### config.mk
export PLATFORM = sky130hd
export DESIGN_NAME = mac_pause_vlan_phydata_regs
export DESIGN_NICKNAME = d
export VERILOG_FILES = /design/src/hdl/mac_flow_pkg.sv /design/src/hdl/pause_timer.sv /design/src/hdl/mac_pause_vlan_phydata_regs.sv
export VERILOG_INCLUDE_DIRS = /design/src /design/src/hdl
export SDC_FILE = /design/constraint.sdc
export NUM_CORES = 1
export LEC_CHECK = 0
export ABC_AREA = 1
export BUFFER_PORTS_ARGS = -buffer_cell sky130_fd_sc_hd__buf_2
export CORE_MARGIN = 2
export CORE_UTILIZATION = 56
export CTS_BUF_LIST = sky130_fd_sc_hd__clkbuf_8
export DETAILED_ROUTE_END_ITERATION = 8
export PLACE_DENSITY = 0.8
export SYNTH_ARGS = -nofsm -noshare
export SYNTH_HDL_FRONTEND = slang
export SYNTH_SLANG_ARGS = --single-unit
### constraint.sdc
create_clock -name pclk -period 2.5 [get_ports pclk]
set_input_delay 0.5 -clock pclk [delete_from_list [all_inputs] [get_ports pclk]]
set_output_delay 0.5 -clock pclk [all_outputs]
set_load 0.005 [all_outputs]
### src/hdl/mac_flow_cfg.svh
// register offsets, field positions, reset values and timing constants
`ifndef MAC_FLOW_CFG_SVH
`define MAC_FLOW_CFG_SVH
`define PHY_MGMT_DATA_OFS     12'h118
`define PAUSE_CONTROL_OFS     12'h11c
`define VLAN_TAG_ONE_OFS      12'h120
`define MGMT_STATUS_OFS       12'h130
`define PHY_MGMT_DATA_RST     16'h0000
`define PAUSE_TIME_RST        16'h0000
`define VLAN_TAG_ONE_RST      16'hffff
`define PAUSE_TIME_LSB        16
`define PASS_CTRL_BIT         2
`define FLOW_EN_BIT           1
`define FLOW_BUSY_BIT         0
`define FRAME_MAX_PLAIN       11'd1518
`define FRAME_MAX_VLAN        11'd1522
`define QUANTUM_BITS          10'd512
`endif

### src/hdl/mac_flow_pkg.sv
// types shared by the flow control slice
package mac_flow_pkg;
    typedef enum logic [1:0] {
        FLOW_IDLE  = 2'b00,
        FLOW_SEND  = 2'b01,
        FLOW_PRESS = 2'b10
    } flow_state_e;
endpackage

### src/hdl/pause_timer.sv
// pause countdown in quanta of 512 bit times
`timescale 1ns/10ps
`default_nettype none
`include "mac_flow_cfg.svh"
module pause_timer #(
    parameter int QW = 16
) (
    // clock and reset
    input  wire logic          pclk,
    input  wire logic          presetn,
    // control
    input  wire logic          load,
    input  wire logic [QW-1:0] quanta,
    input  wire logic          bit_tick,
    input  wire logic          enable,
    // status
    output logic               paused
);
    logic [QW-1:0] quanta_reg;
    logic [9:0]    bit_reg;

    always_ff @(posedge pclk or negedge presetn) begin
        if (!presetn) begin
            quanta_reg <= '0;
            bit_reg    <= 10'h000;
        end else if (!enable) begin
            quanta_reg <= '0;
            bit_reg    <= 10'h000;
        end else if (load) begin
            quanta_reg <= quanta;
            bit_reg    <= 10'h000;
        end else if (quanta_reg != '0 && bit_tick) begin
            if (bit_reg == `QUANTUM_BITS - 10'd1) begin
                bit_reg    <= 10'h000;
                quanta_reg <= quanta_reg - 1'b1;
            end else begin
                bit_reg <= bit_reg + 10'd1;
            end
        end
    end

    assign paused = (quanta_reg != '0);
endmodule
`default_nettype wire

### src/hdl/mac_pause_vlan_phydata_regs.sv
// management data, pause/back-pressure flow control and vlan_tag_one tag match
//
// How it works
// RL1: data register holds phy write/read value
// RL2: software writes data only when idle
// RL3: read data stable until busy clears
// RL4: sent control frames carry programmed pause time
// RL5: pass set flags pause frames filtered
// RL6: pass clear leaves filter bit low
// RL7: pause honored only full duplex, enabled
// RL8: all received frames go to application
// RL9: filtering modes override pass option
// RL10: pause transmitter for time times slot
// RL11: flow disabled ignores control frames
// RL12: half duplex enable means back pressure
// RL13: busy high while pause/pressure sent
// RL14: busy clears after pause frame sent
// RL15: software writes busy as zero, idle
// RL16: vlan_tag_one match on bytes 13/14
// RL17: vlan frames allow 1522 bytes
// RL18: checksum offload uses vlan_tag_one tag
// RL19: change vlan_tag_one only with rx off
// RL20: slot time is 512 bit times
//
// The APB slave port was decided locally.
`timescale 1ns/10ps
`default_nettype none
`include "mac_flow_cfg.svh"
module mac_pause_vlan_phydata_regs (
    // clock and reset
    input  wire logic        pclk,
    input  wire logic        presetn,
    // apb slave
    input  wire logic        psel,
    input  wire logic        penable,
    input  wire logic        pwrite,
    input  wire logic [11:0] paddr,
    input  wire logic [31:0] pwdata,
    output logic [31:0]      prdata,
    output logic             pready,
    output logic             pslverr,
    // phy management engine
    input  wire logic        mgmt_busy,
    input  wire logic        mgmt_rd_done,
    input  wire logic [15:0] mgmt_rd_data,
    output logic [15:0]      mgmt_wr_data,
    // mac mode
    input  wire logic        full_duplex,
    input  wire logic        filter_mode_active,
    input  wire logic        bit_tick,
    // receive stream
    input  wire logic        rx_valid,
    input  wire logic        rx_sof,
    input  wire logic        rx_eof,
    input  wire logic [7:0]  rx_data,
    input  wire logic        rx_pause_ok,
    input  wire logic [15:0] rx_pause_quanta,
    input  wire logic        rx_filter_fail,
    output logic             rx_out_valid,
    output logic [7:0]       rx_out_data,
    output logic             rx_out_eof,
    output logic             rx_packet_filter,
    output logic             rx_vlan_one,
    output logic             rx_too_long,
    output logic [15:0]      rx_checksum_offload_tag,
    // transmit side
    input  wire logic        tx_pause_req,
    input  wire logic        tx_ctrl_done,
    input  wire logic        rx_congested,
    output logic             tx_send_pause,
    output logic [15:0]      tx_pause_time,
    output logic             tx_hold,
    output logic             back_pressure
);
    mac_flow_pkg::flow_state_e state_reg;
    mac_flow_pkg::flow_state_e state_next;
    logic [15:0] mgmt_data_reg;
    logic [15:0] pause_time_reg;
    logic        pass_ctrl_reg;
    logic        flow_en_reg;
    logic [15:0] vlan_tag_reg;
    logic [10:0] byte_cnt_reg;
    logic [7:0]  hi_byte_reg;
    logic        vlan_hit_reg;
    logic        paused;

    function automatic logic hit(input logic [11:0] a, input logic [11:0] ofs);
        hit = (a == ofs);
    endfunction

    wire wr_en = psel && penable && pwrite;
    wire rd_en = psel && !penable && !pwrite;
    wire flow_busy = (state_reg != mac_flow_pkg::FLOW_IDLE);
    wire mapped = hit(paddr, `PHY_MGMT_DATA_OFS) || hit(paddr, `PAUSE_CONTROL_OFS)
               || hit(paddr, `VLAN_TAG_ONE_OFS) || hit(paddr, `MGMT_STATUS_OFS);

    // no wait states: setup decodes, access completes
    always_ff @(posedge pclk or negedge presetn) begin
        if (!presetn) begin
            pready  <= 1'b0;
            pslverr <= 1'b0;
        end else begin
            pready  <= psel && !penable;
            pslverr <= psel && !penable && !mapped;
        end
    end

    // data register; phy read result wins over a stray write
    always_ff @(posedge pclk or negedge presetn) begin
        if (!presetn) begin
            mgmt_data_reg   <= `PHY_MGMT_DATA_RST;
        end else begin
            if (mgmt_rd_done) begin
                mgmt_data_reg <= mgmt_rd_data; // RL1 RL3
            end else if (wr_en && pready && hit(paddr, `PHY_MGMT_DATA_OFS) && !mgmt_busy) begin
                mgmt_data_reg <= pwdata[15:0]; // RL1 RL2
            end
        end
    end

    // writes while busy are dropped so the pause field cannot tear mid-frame
    always_ff @(posedge pclk or negedge presetn) begin
        if (!presetn) begin
            pause_time_reg <= `PAUSE_TIME_RST;
            pass_ctrl_reg  <= 1'b0;
            flow_en_reg    <= 1'b0;
        end else if (wr_en && pready && hit(paddr, `PAUSE_CONTROL_OFS) && !flow_busy) begin
            pause_time_reg <= pwdata[31:`PAUSE_TIME_LSB]; // RL4 RL15
            pass_ctrl_reg  <= pwdata[`PASS_CTRL_BIT];
            flow_en_reg    <= pwdata[`FLOW_EN_BIT];
        end
    end

    always_ff @(posedge pclk or negedge presetn) begin
        if (!presetn) begin
            vlan_tag_reg <= `VLAN_TAG_ONE_RST; // RL16
        end else if (wr_en && pready && hit(paddr, `VLAN_TAG_ONE_OFS)) begin
            vlan_tag_reg <= pwdata[15:0]; // RL19
        end
    end

    always_ff @(posedge pclk or negedge presetn) begin
        if (!presetn) begin
            prdata <= 32'h0000_0000;
        end else if (rd_en) begin
            if (hit(paddr, `PHY_MGMT_DATA_OFS)) begin
                prdata <= {16'h0000, mgmt_data_reg};
            end else if (hit(paddr, `PAUSE_CONTROL_OFS)) begin
                prdata <= {pause_time_reg, 13'h0000, pass_ctrl_reg, flow_en_reg, flow_busy};
            end else if (hit(paddr, `VLAN_TAG_ONE_OFS)) begin
                prdata <= {16'h0000, vlan_tag_reg};
            end else if (hit(paddr, `MGMT_STATUS_OFS)) begin
                prdata <= {30'h0000_0000, paused, mgmt_busy};
            end else begin
                prdata <= 32'h0000_0000;
            end
        end
    end

    // flow state: full duplex sends pause frames, half duplex applies pressure
    always_comb begin
        state_next = state_reg;
        case (state_reg)
            mac_flow_pkg::FLOW_IDLE: begin
                if (flow_en_reg && full_duplex && tx_pause_req) begin
                    state_next = mac_flow_pkg::FLOW_SEND;
                end else if (flow_en_reg && !full_duplex && rx_congested) begin
                    state_next = mac_flow_pkg::FLOW_PRESS; // RL12
                end
            end
            mac_flow_pkg::FLOW_SEND: begin
                if (tx_ctrl_done) begin
                    state_next = mac_flow_pkg::FLOW_IDLE; // RL14
                end
            end
            mac_flow_pkg::FLOW_PRESS: begin
                if (!rx_congested || !flow_en_reg || full_duplex) begin
                    state_next = mac_flow_pkg::FLOW_IDLE;
                end
            end
            default: state_next = mac_flow_pkg::FLOW_IDLE;
        endcase
    end

    always_ff @(posedge pclk or negedge presetn) begin
        if (!presetn) begin
            state_reg <= mac_flow_pkg::FLOW_IDLE;
        end else begin
            state_reg <= state_next; // RL13
        end
    end

    always_ff @(posedge pclk or negedge presetn) begin
        if (!presetn) begin
            tx_send_pause <= 1'b0;
            tx_pause_time <= 16'h0000;
            back_pressure <= 1'b0;
            tx_hold       <= 1'b0;
            mgmt_wr_data  <= 16'h0000;
            rx_checksum_offload_tag <= `VLAN_TAG_ONE_RST;
        end else begin
            tx_send_pause  <= (state_next == mac_flow_pkg::FLOW_SEND); // RL13
            tx_pause_time  <= pause_time_reg; // RL4
            back_pressure  <= (state_next == mac_flow_pkg::FLOW_PRESS); // RL12
            tx_hold        <= paused; // RL10
            mgmt_wr_data   <= mgmt_data_reg;
            rx_checksum_offload_tag <= vlan_tag_reg; // RL18
        end
    end

    // pause decode only when enabled in full duplex
    wire pause_take = rx_eof && rx_valid && rx_pause_ok && flow_en_reg && full_duplex; // RL7 RL11

    pause_timer #(.QW(16)) u_timer (
        .pclk    (pclk),
        .presetn (presetn),
        .load    (pause_take),
        .quanta  (rx_pause_quanta),
        .bit_tick(bit_tick), // RL20
        .enable  (flow_en_reg && full_duplex), // RL10 RL11
        .paused  (paused)
    );

    // frame byte counter and vlan_tag_one match on bytes 13 and 14
    always_ff @(posedge pclk or negedge presetn) begin
        if (!presetn) begin
            byte_cnt_reg <= 11'd0;
            hi_byte_reg  <= 8'h00;
            vlan_hit_reg <= 1'b0;
        end else if (rx_valid) begin
            if (rx_sof) begin
                byte_cnt_reg <= 11'd1;
                vlan_hit_reg <= 1'b0;
            end else if (byte_cnt_reg != 11'h7ff) begin
                byte_cnt_reg <= byte_cnt_reg + 11'd1;
            end
            if (byte_cnt_reg == 11'd12) begin
                hi_byte_reg <= rx_data;
            end
            if (byte_cnt_reg == 11'd13) begin
                vlan_hit_reg <= ({hi_byte_reg, rx_data} == vlan_tag_reg); // RL16
            end
        end
    end

    wire [10:0] len_max = vlan_hit_reg ? `FRAME_MAX_VLAN : `FRAME_MAX_PLAIN; // RL17
    wire [10:0] len_now = rx_sof ? 11'd1 : byte_cnt_reg + 11'd1;

    // every byte passes through; status tells software what to drop
    always_ff @(posedge pclk or negedge presetn) begin
        if (!presetn) begin
            rx_out_valid     <= 1'b0;
            rx_out_data      <= 8'h00;
            rx_out_eof       <= 1'b0;
            rx_packet_filter <= 1'b0;
            rx_vlan_one      <= 1'b0;
            rx_too_long      <= 1'b0;
        end else begin
            rx_out_valid <= rx_valid; // RL8
            rx_out_data  <= rx_data;
            rx_out_eof   <= rx_valid && rx_eof;
            if (rx_valid && rx_eof) begin
                rx_vlan_one <= vlan_hit_reg;
                rx_too_long <= (len_now > len_max); // RL17
                if (filter_mode_active) begin
                    rx_packet_filter <= rx_filter_fail; // RL9
                end else begin
                    rx_packet_filter <= rx_pause_ok && pass_ctrl_reg; // RL5 RL6
                end
            end
        end
    end

    a_busy_clears: assert property (@(posedge pclk) disable iff (!presetn)
        (state_reg == mac_flow_pkg::FLOW_SEND) && tx_ctrl_done |=> !flow_busy) // RL14
        else $error("busy did not clear after pause frame");
    a_filter_pass: assert property (@(posedge pclk) disable iff (!presetn)
        rx_valid && rx_eof && !filter_mode_active |=> rx_packet_filter == $past(rx_pause_ok && pass_ctrl_reg)) // RL5
        else $error("filter bit wrong for pause frame");
    a_no_pause_off: assert property (@(posedge pclk) disable iff (!presetn)
        !flow_en_reg |=> ##1 !tx_hold) // RL11
        else $error("transmitter held while flow disabled");
    a_busy_send: assert property (@(posedge pclk) disable iff (!presetn)
        (state_reg == mac_flow_pkg::FLOW_SEND) |-> tx_send_pause) // RL13
        else $error("busy but no pause send");
    a_pause_field: assert property (@(posedge pclk) disable iff (!presetn)
        tx_send_pause && $past(tx_send_pause) |-> tx_pause_time == pause_time_reg) // RL4
        else $error("pause time field mismatch");
    a_vlan_reset: assert property (@(posedge pclk) $rose(presetn) |-> vlan_tag_reg == 16'hffff) // RL16
        else $error("vlan tag reset wrong");
    a_press_half: assert property (@(posedge pclk) disable iff (!presetn)
        back_pressure |-> $past(!full_duplex)) // RL12
        else $error("back pressure in full duplex");
    a_data_hold: assert property (@(posedge pclk) disable iff (!presetn)
        mgmt_busy && !mgmt_rd_done |=> $stable(mgmt_data_reg)) // RL3
        else $error("data changed during management access");
endmodule
`default_nettype wire

# Yosys cells after proc, flatten, opt, wreduce, memory -nomap -nowiden
# Index checks and enable logic that the tools add are counted.
dict set report totals {
  register_bits 196
  input_bits 102
  elab_cells 115
}
dict set report classes {
  add_sub_neg 3
  n_lt_le_gt_ge 1
  n_eq_ne 15
  mux 26
  n_reduce_logical 44
}
# operator count
set ops {}
lappend ops {{16-bit 2-to-1 mux} 7}
lappend ops {{32-bit 2-to-1 mux} 2}
lappend ops {{12-bit by 9-bit equality test with 1-bit output (second input constant)} 4}
lappend ops {{10-bit 2-to-1 mux} 4}
lappend ops {{11-bit 2-to-1 mux} 3}
lappend ops {{11-bit by 4-bit equality test with 1-bit output (second input constant)} 2}
lappend ops {{1-bit logical AND} 21}
lappend ops {{16-bit equality test} 1}
lappend ops {{16-bit nonzero test} 1}
lappend ops {{16-bit by 1-bit subtractor with 16-bit output (second input constant)} 1}
lappend ops {{11-bit by 1-bit adder with 11-bit output (second input constant)} 1}
lappend ops {{11-bit greater-than comparator} 1}
lappend ops {{11-bit != test (second input constant)} 1}
lappend ops {{10-bit by 1-bit adder with 10-bit output (second input constant)} 1}
lappend ops {{10-bit by 9-bit equality test with 1-bit output (second input constant)} 1}
lappend ops {{2-bit 2-to-1 mux} 5}
lappend ops {{1-bit logical NOT} 8}
lappend ops {{2-bit AND reduction} 4}
lappend ops {{2-bit nonzero test} 4}
lappend ops {{3-bit != test (second input constant)} 2}
lappend ops {{2-bit one-hot mux with 3 select lines} 1}
lappend ops {{1-bit logical OR} 5}
lappend ops {{5-bit 2-to-1 mux} 1}
lappend ops {{2-bit by 1-bit equality test with 1-bit output (second input constant)} 2}
lappend ops {{3 further kinds} 6}

# Longest topological paths before layout
# Gate-level depths: netlist of the first run.
dict set report logic_depth {
  word_depth 7
  mapped_depth 16
  ltp_nobuf 16
}

# Cells and area by module
# Synthesis of the first run repeated with hierarchy kept, for this count alone.
dict set report hier_totals {
  cells_unflattened 1026
  hier_area_um2 8882.3
}
# mod n_inst cells_per_inst area_per_inst_um2 seq_area_each_um2
set by_module_without_submodules {}
lappend by_module_without_submodules {mac_pause_vlan_phydata_regs 1 740 7008.0 4294.1}
lappend by_module_without_submodules {pause_timer 1 286 1874.3 650.6}

# Worst setup path after synthesis of the first run
# OpenSTA, ideal clock, no wires.
dict set report synth_path {
  path_type {flip-flop to flip-flop}
  from {register byte_cnt_reg[0]}
  to {register rx_too_long}
  setup_ns 0.116
  arrival_ns 1.688
  t_required_ns 2.384
  path_slack_ns 0.696
  stages_incl_launch_ff 16
  n_path_buf 0
  cell_sequence {dfrtp_1 -> ha_1 -> nand2_1 -> nor2_2 -> nor2_1 -> o21a_1 -> ha_1 -> nand2_1 -> inv_1 -> nand3b_1 -> nand2_1 -> nor2_1 -> nand3_1 -> nand2_1 -> nand2_1 -> nand2_1}
}
dict set report synth_via {
  elab_chain_cells 3
}
# item line
set synth_lines {}
lappend synth_lines {{start, declared} mac_pause_vlan_phydata_regs.sv:82} ;# logic [10:0] byte_cnt_reg;
lappend synth_lines {{start signal, assigned} mac_pause_vlan_phydata_regs.sv:235} ;# byte_cnt_reg <= byte_cnt_reg + 11'd1;
lappend synth_lines {{11-bit by 1-bit adder with 11-bit output} mac_pause_vlan_phydata_regs.sv:247} ;# wire [10:0] len_now = rx_sof ? 11'd1 : byte_cnt_reg + 11'd1;
lappend synth_lines {{11-bit 2-to-1 mux} mac_pause_vlan_phydata_regs.sv:247}
lappend synth_lines {{named net len_now[4]} mac_pause_vlan_phydata_regs.sv:247}
lappend synth_lines {{11-bit greater-than comparator} mac_pause_vlan_phydata_regs.sv:264} ;# rx_too_long <= (len_now > len_max);
lappend synth_lines {{end signal, assigned} mac_pause_vlan_phydata_regs.sv:264}
lappend synth_lines {{end, declared} mac_pause_vlan_phydata_regs.sv:64} ;# output logic rx_too_long,
# The timed path passes the listed nets, and every way through them passes these cells.
# A chain may end at the register's enable or synchronous reset.

# Worst setup path after layout of the first run
# Ends and elaborated chain as after synthesis.

==> summary.txt, run 1 <==
Outcome
  • Outcome: finished clean

Drt
  • Post-Route WL: 20800 um
  • DR iter-0 viols: 761
  • WL/cell: 14.8 um
  • Via count: 7303
  • ANT nets after route: 0
  • TritonRoute pass-1 iters: 5
  • # DRC: 0
  • DR vias/cell: 5.19

Logic synthesis
  • Synth top area cells: dfrtp_1 (47%), nand2_1 (13%), dfstp_2 (9.7%), inv_1 (5.1%), o21ai_0 (3.6%)
  • Avg Cell Area, Syn: 8.65 um2
  • FF+latch count, synth: 196
  • Synth area leader: dfrtp_1
  • Post-synth EDFFs: 0
  • Cell count after synthesis: 1006
  • Synthesized cell area: approximately 8700 um2
  • Ys async rst share: 100%
  • Sequential element share of the synthesized area: 56.8%
  • Synth Flop Type: dfrtp_1
  • Post-synth cell types: a little over 40
  • Yosys warning count: 0
  • Share of the synthesized area in the top cell type: a little under half
  • Net Count, Synth: 1117

Floorplan
  • Width of the die: about 130 um
  • Starting density of the core: 57.2%
  • Die Y: 129 um
  • DIE AREA: 16600 um2
  • Core ar.: 15200 um2
  • Rows: 45
  • Top-level port count: 200

Place
  • Post-DP HPWL: 15300 um
  • GP Congestion: 0.896
  • Port buffer count: ~200

Global route
  • Grt peak-use layer: met2
  • GRT Resource Usage Total: 26.2%
  • Vias in the first global route: 6914
  • Largest net degree at the start of global routing: 64
  • Met3 usage: about 5.6%
  • GR Util met1: 36.6%
  • GRT overflow: 0
  • Initial antenna violation count: 0
  • First-pass GRT wire length: 33600 um
  • M2 GR Usage: ~42%

Setup path
  • Worst Setup EP: rx_too_long
  • CP startpoint kind: register
  • R2R Path Start: byte_cnt_reg[0]
  • Crit-path max FO: 6
  • Path type of the worst setup path: reg -> reg
  • Critical R2R Capture: rx_too_long
  • CP arrival: 2.51 ns
  • Setup crit start: byte_cnt_reg[0]
  • Worst r2r path cells: 16
  • Required time worst endpoint: 2.92 ns
  • Worst Setup End Kind: register
  • R2r setup slk: 0.40 ns

STA
  • Clk_skew: 0.0188 ns
  • Period utilization: 83.9%
  • Normalized max-slew margin: a little over a third
  • Endpoints failing setup: 0
  • Max Freq: 477 MHz
  • Unrepaired setup endpoints after global routing: no
  • Total negative slack: 0 ns
  • Fin. max-slew vios: 0
  • Tightest Pin Transition: approximately 0.96 ns
  • Final min period: ~2.1 ns
  • Final hold violations: 0

Clock tree
  • CTS Buffer Depth: 2
  • CTS buffer count: 17
  • Post-CTS Repair Setup Buffers: 0
  • Clock root buffer: clkbuf_8
  • PostCTS Resize Cnt: 0
  • Worst-skew pair later-pin latency: 0.48 ns
  • Hold_buf cts: 1
  • CTS HTree Levels: 4
  • Clock sink count: 196
  • CTS tree: yes
  • Worst-path clk slew: 0.10 ns

Worst hold path
  • HP Class: in -> reg
  • Hold_sp: rx_data[7]

Layout
  • Largest register FFs: 32
  • Multi-input gate area: 3110 um2
  • Top reg by flops: prdata
  • Diode count: 0
  • NumNets Final: 1318
  • Layout cells sized above 1: 25.4%
  • Fill cells: 1253
  • P&R area growth vs syn: 18.0%
  • Storage element area: 4940 um2

Run
  • Max Cap Viol: 0

Pwr
  • Power consumption: 5.68 mW
  • PD cells: between 500 and 600 nW/um2
  • Pleak: between 5 and 6 nW
  • Peak supply drop: 0.000401 V
-- power breakdown --
part           total, mW  switching, mW  internal (mW)
clock               1.92           1.18          0.747
combinational      0.450          0.276          0.174
sequential          3.31         0.0473           3.26
-- synth_stat cells, types with 7 or more instances --
cell	instances
a21oi_1	22
buf_2	12
clkbuf_1	11
dfrtp_1	164
dfstp_2	32
ha_1	9
inv_1	119
nand2_1	290
nand3_1	60
nand4_1	12
nor2_1	71
nor3_1	7
o21ai_0	63
o21ai_1	52
xnor2_1	12
-- per-layer routing --
| layer | share of wire (%) | up-vias |
|---|---|---|
| li1 | - | 3588 |
| met4 | 2.1 | 0 |
| met1 | 44 | 3397 |
| met2 | 47 | 279 |
| met5 | 0 | - |
| met3 | 6.6 | 39 |
-- through the flow --
stage          setup slack [ns]  instance area, um2  std cells  util [%]  hold WS [ns]
3_3_place_gp              0.433                9890       1375      65.1         0.356
6_report                  0.403               10300       1408      67.6         0.168
4_1_cts                   0.422               10300       1408      67.6         0.142
5_1_grt                   0.222               10300       1408      67.6         0.145
3_5_place_dp              0.383                9890       1375      65.1         0.358
2_1_floorplan             0.696                8700       1006         -         0.204
-- placed cells by master (no fill, tap or decap), types with 3 or more instances in the layout --
cell type,Yosys,routed
nand2_1,290,290
buf_2,12,198
dfrtp_1,164,164
inv_1,119,120
nor2_1,71,70
o21ai_0,63,63
nand3_1,60,60
o21ai_1,52,52
dfstp_2,32,32
a21oi_1,22,22
clkbuf_8,0,19
nand4_1,12,12
xnor2_1,12,12
buf_4,3,10
ha_1,9,9
nor3_1,7,7
o21ai_2,6,6
inv_2,6,6
o22ai_1,5,5
or2_2,5,5
nand2_2,4,4
nand3_2,4,4
xor2_1,4,4
nor2_2,2,3
o21a_1,3,3
nor3_2,3,3
nand3b_1,3,3
clkinv_4,0,3
inv_6,0,3
inv_8,0,3
-- final cells by class --
cell class / instances / area share [%]
sequential: 196 / 48.1
timing repair buffer: 212 / 11.0
tap: 188 / 2.29
clock inverter: 14 / 1.19
inverter: 127 / 4.65
clock buffer: 18 / 2.41
multi-input combinational: 653 / 30.3
-- how the worst min path moves through the flow --
stage / cells past startpoint / slack, ns / endpoint
floorplan: 0 / 0.20 / back_pressure
global placement: 0 / 0.36 / mgmt_wr_data[3]
detailed placement: 0 / 0.36 / mgmt_wr_data[3]
CTS: 1 / 0.14 / rx_out_data[7]
global route: 1 / 0.14 / rx_out_data[7]
finish: 1 / 0.17 / rx_out_data[7]
-- critical path: stages, from the launching register on --
cell and delay (ns):
dfrtp_1 0.46, ha_1 0.20, nand2_1 0.10, nor2_2 0.19
nor2_1 0.06, o21a_1 0.13, ha_1 0.29, nand2_1 0.05
inv_1 0.06, nand2_1 0.05, nand2_1 0.05, nand2_1 0.05
nor2_1 0.11, nand3_1 0.08, nand2_1 0.07, nand2_1 0.05
nand2_1 0.05
-- logic make-up after synthesis --
logic type | synth area share [%]
AND/OR/NAND/NOR | 22.8
flip-flops | 56.8
AO/OA/AOI/OAI | 10.0
buffers and inverters | 7.43
XOR/XNOR | 1.61
adder cells (fa/ha/maj) | 1.29
No activity file was read; power rests on OpenSTA's default activity.
==> run 2: changes to the inputs <==
clock period = 2 ns   (was 2.5 ns; I/O delays follow)
==> run 2 against run 1 <==
Net effect:
- first-iteration DRC count shrank 30%
- utilization rose by 1.8 points
- routed wire length grew 3.4%
- register-to-register slack worse by 0.30 ns
- sequential share of layout area fell by 1.3 points
- clock-buffer cell count grew 2
- final cell count up 1.6%
- clock power is 37% higher
==> summary.txt, run 2 (same netlist as run 1, synthesis figures left out) <==
Outcome
  • Outcome: finished clean

Drt
  • # DRC: 0 (unchanged)
  • TritonRoute pass-1 iters: 5 (unchanged)
  • DR vias/cell: 5.25 (+1.2%)
  • ANT nets after route: 0 (unchanged)
  • DR iter-0 viols: 530 (-30%)
  • Post-Route WL: 21500 um (+3.4%)
  • Via count: 7507 (+2.8%)
  • WL/cell: 15.1 um (+1.9%)

Run
  • Max Cap Viol: 0 (unchanged)

Global route
  • GRT Resource Usage Total: 26.7% (+0.47 points)
  • Vias in the first global route: 7043 (+1.9%)
  • Initial antenna violation count: 0 (unchanged)
  • GRT overflow: 0 (unchanged)
  • Largest net degree at the start of global routing: 53 (-17%)
  • First-pass GRT wire length: 34200 um (+1.9%)

Setup path
  • Critical path's top delay family: simple AND/OR/NAND/NOR gates
  • Critical-path cell list: ha_2 > nand2_2 > nor2_1 > o21a_1 > ha_4 > nand2_1 > inv_2 > nand2_1 > nand2_1 > nand2_1 > nor2_1 > nand3_1 > nand2_1 > nand2_1 > nand2_1
  • Critical R2R Capture: rx_too_long
  • R2r setup slk: 0.10 ns (-0.30 ns)
  • Worst Setup End Kind: register
  • CP startpoint kind: register
  • CP arrival: 2.31 ns (-0.20 ns)
  • CP Buf/Inv Count: 1 (unchanged)
  • Path type of the worst setup path: reg -> reg
  • Required time worst endpoint: 2.41 ns (-0.51 ns)
  • Worst r2r path cells: 15 (-1)
  • Largest stage delay, worst path: 0.42 ns (-0.04 ns)
  • R2R Path Start: byte_cnt_reg[1]
  • Crit-path max FO: 4 (-2)
  • Cell mode on critical path: nand2_1
  • Slowest-stage cell, CP: dfrtp_1

Clock tree
  • CTS Buffer Depth: 2 (unchanged)
  • Worst-path clk slew: 0.10 ns (about the same)
  • Clock root buffer: clkbuf_8
  • Clock sink count: 196 (unchanged)
  • Worst-skew pair later-pin latency: 0.46 ns (-0.02 ns)
  • CTS tree: yes
  • CTS buffer count: 17 (unchanged)
  • CTS HTree Levels: 4 (unchanged)

Floorplan
  • DIE AREA: 16600 um2 (unchanged)
  • Die Y: 129 um (unchanged)
  • Rows: 45 (unchanged)
  • Starting density of the core: 57.2% (unchanged)
  • Top-level port count: 200 (unchanged)
  • Width of the die: 129 um (unchanged)
  • Core ar.: 15200 um2 (unchanged)

STA
  • Endpoints failing setup: 0 (unchanged)
  • Period utilization: 94.9% (+11 points)
  • Normalized max-slew margin: 65.3% (+29 points)
  • Fin. max-slew vios: 0 (unchanged)
  • Tightest Pin Transition: 0.519 ns (-0.443 ns)
  • Final min period: 1.90 ns (-0.199 ns)
  • Clk_skew: 0.0106 ns (-0.00825 ns)
  • Final hold violations: 0 (unchanged)
  • Max Freq: 527 MHz (+10%)

Place
  • Port buffer count: 199 (unchanged)
  • Post-DP HPWL: 15800 um (+3.7%)
  • GP Congestion: 0.909 (+1.4%)

Worst hold path
  • Worst Hold Path EP: rx_out_data[3]
  • Hold_sp: rx_data[3]
  • Hold Crit Depth: 1 (unchanged)
  • HP Class: in -> reg

Layout
  • Most common library cell in the layout ignoring fill and taps: nand2_1
  • Largest register FFs: 32 (unchanged)
  • Layout Utilization: 69.4% (+1.8 points)
  • NumNets Final: 1340 (+1.7%)
  • Layout cells sized above 1: 27.1% (+1.6 points)
  • P&R area growth vs syn: 21.2%
  • Most frequent cells in the layout: nand2_1 (289), buf_2 (198), dfrtp_1 (164)
  • Diode count: 0 (unchanged)
  • Top reg by flops: prdata

Pwr
  • PD cells: 699 nW/um2 (+26%)
  • Pleak: 5.62 nW (+2.6%)
  • Power consumption: 7.37 mW (+30%)
  • Peak supply drop: 0.000521 V (+30%)
-- run 2: layout make-up --
| type | instances | area [um2] |
|---|---|---|
| Clock buffer | 20 | 275 |
| Clock inverter | 12 | 140 |
| Fill cell | 1226 | 4650 |
| Inverter | 127 | 478 |
| Multi-Input combinational cell | 653 | 3130 |
| Sequential cell | 196 | 4940 |
| Tap cell | 188 | 235 |
| Timing Repair Buffer | 234 | 1350 |
-- run 2: how the worst max path moves through the flow --
stage                     cells after the start          end            start
after floorplan                              15  rx_too_long  byte_cnt_reg[0]
after global placement                       15  rx_too_long  byte_cnt_reg[1]
after detailed placement                     15  rx_too_long  byte_cnt_reg[1]
after CTS                                    15  rx_too_long  byte_cnt_reg[1]
after global routing                         16  rx_too_long  byte_cnt_reg[1]
final                                        15  rx_too_long  byte_cnt_reg[1]
-- run 2: routing by layer --
metal | global-route usage, % | up-vias | wire length (um)
met5 | 0 | - | 0
met4 | 8.57 | 0 | 380
met3 | 5.74 | 33 | 1350
met2 | 43.9 | 263 | 10500
met1 | 35.7 | 3562 | 9270
li1 | - | 3649 | -
-- run 2: worst register-to-register path: cells and delay by family, from the launching register on --
kind	cells	cell delay, ns
buffers and inverters	1	0.05
AOI/OAI and AO/OA	1	0.21
adders and majority gates	2	0.49
DFF	1	0.42
and+or+nand+nor	11	0.67
-- run 2: stage by stage --
step	hold WS [ns]	instance area [um2]	setup WS, ns	cells	TNS (ns)
final	0.0773	10500	0.102	1430	0
after global routing	0.0466	10500	-0.0302	1430	-0.0302
after CTS	0.0558	10500	0.0746	1428	0
after detailed placement	0.358	10100	0.114	1395	0
after global placement	0.355	10100	0.164	1395	0
after floorplan	0.104	8700	0.196	1006	0
-- run 2: power by group --
part | switching (mW) | internal (mW) | total, mW
Clock | 1.39 | 1.24 | 2.63
Combinational | 0.359 | 0.245 | 0.605
Sequential | 0.0596 | 4.08 | 4.14
Total | 1.81 | 5.56 | 7.37
-- run 2: repair_timing --
action                     CTS  global route
setup endpoints to repair    0             1
hold buffers                 1             0
buffers inserted             0             2
hold endpoints to repair    43             0
gates resized for setup      0             5
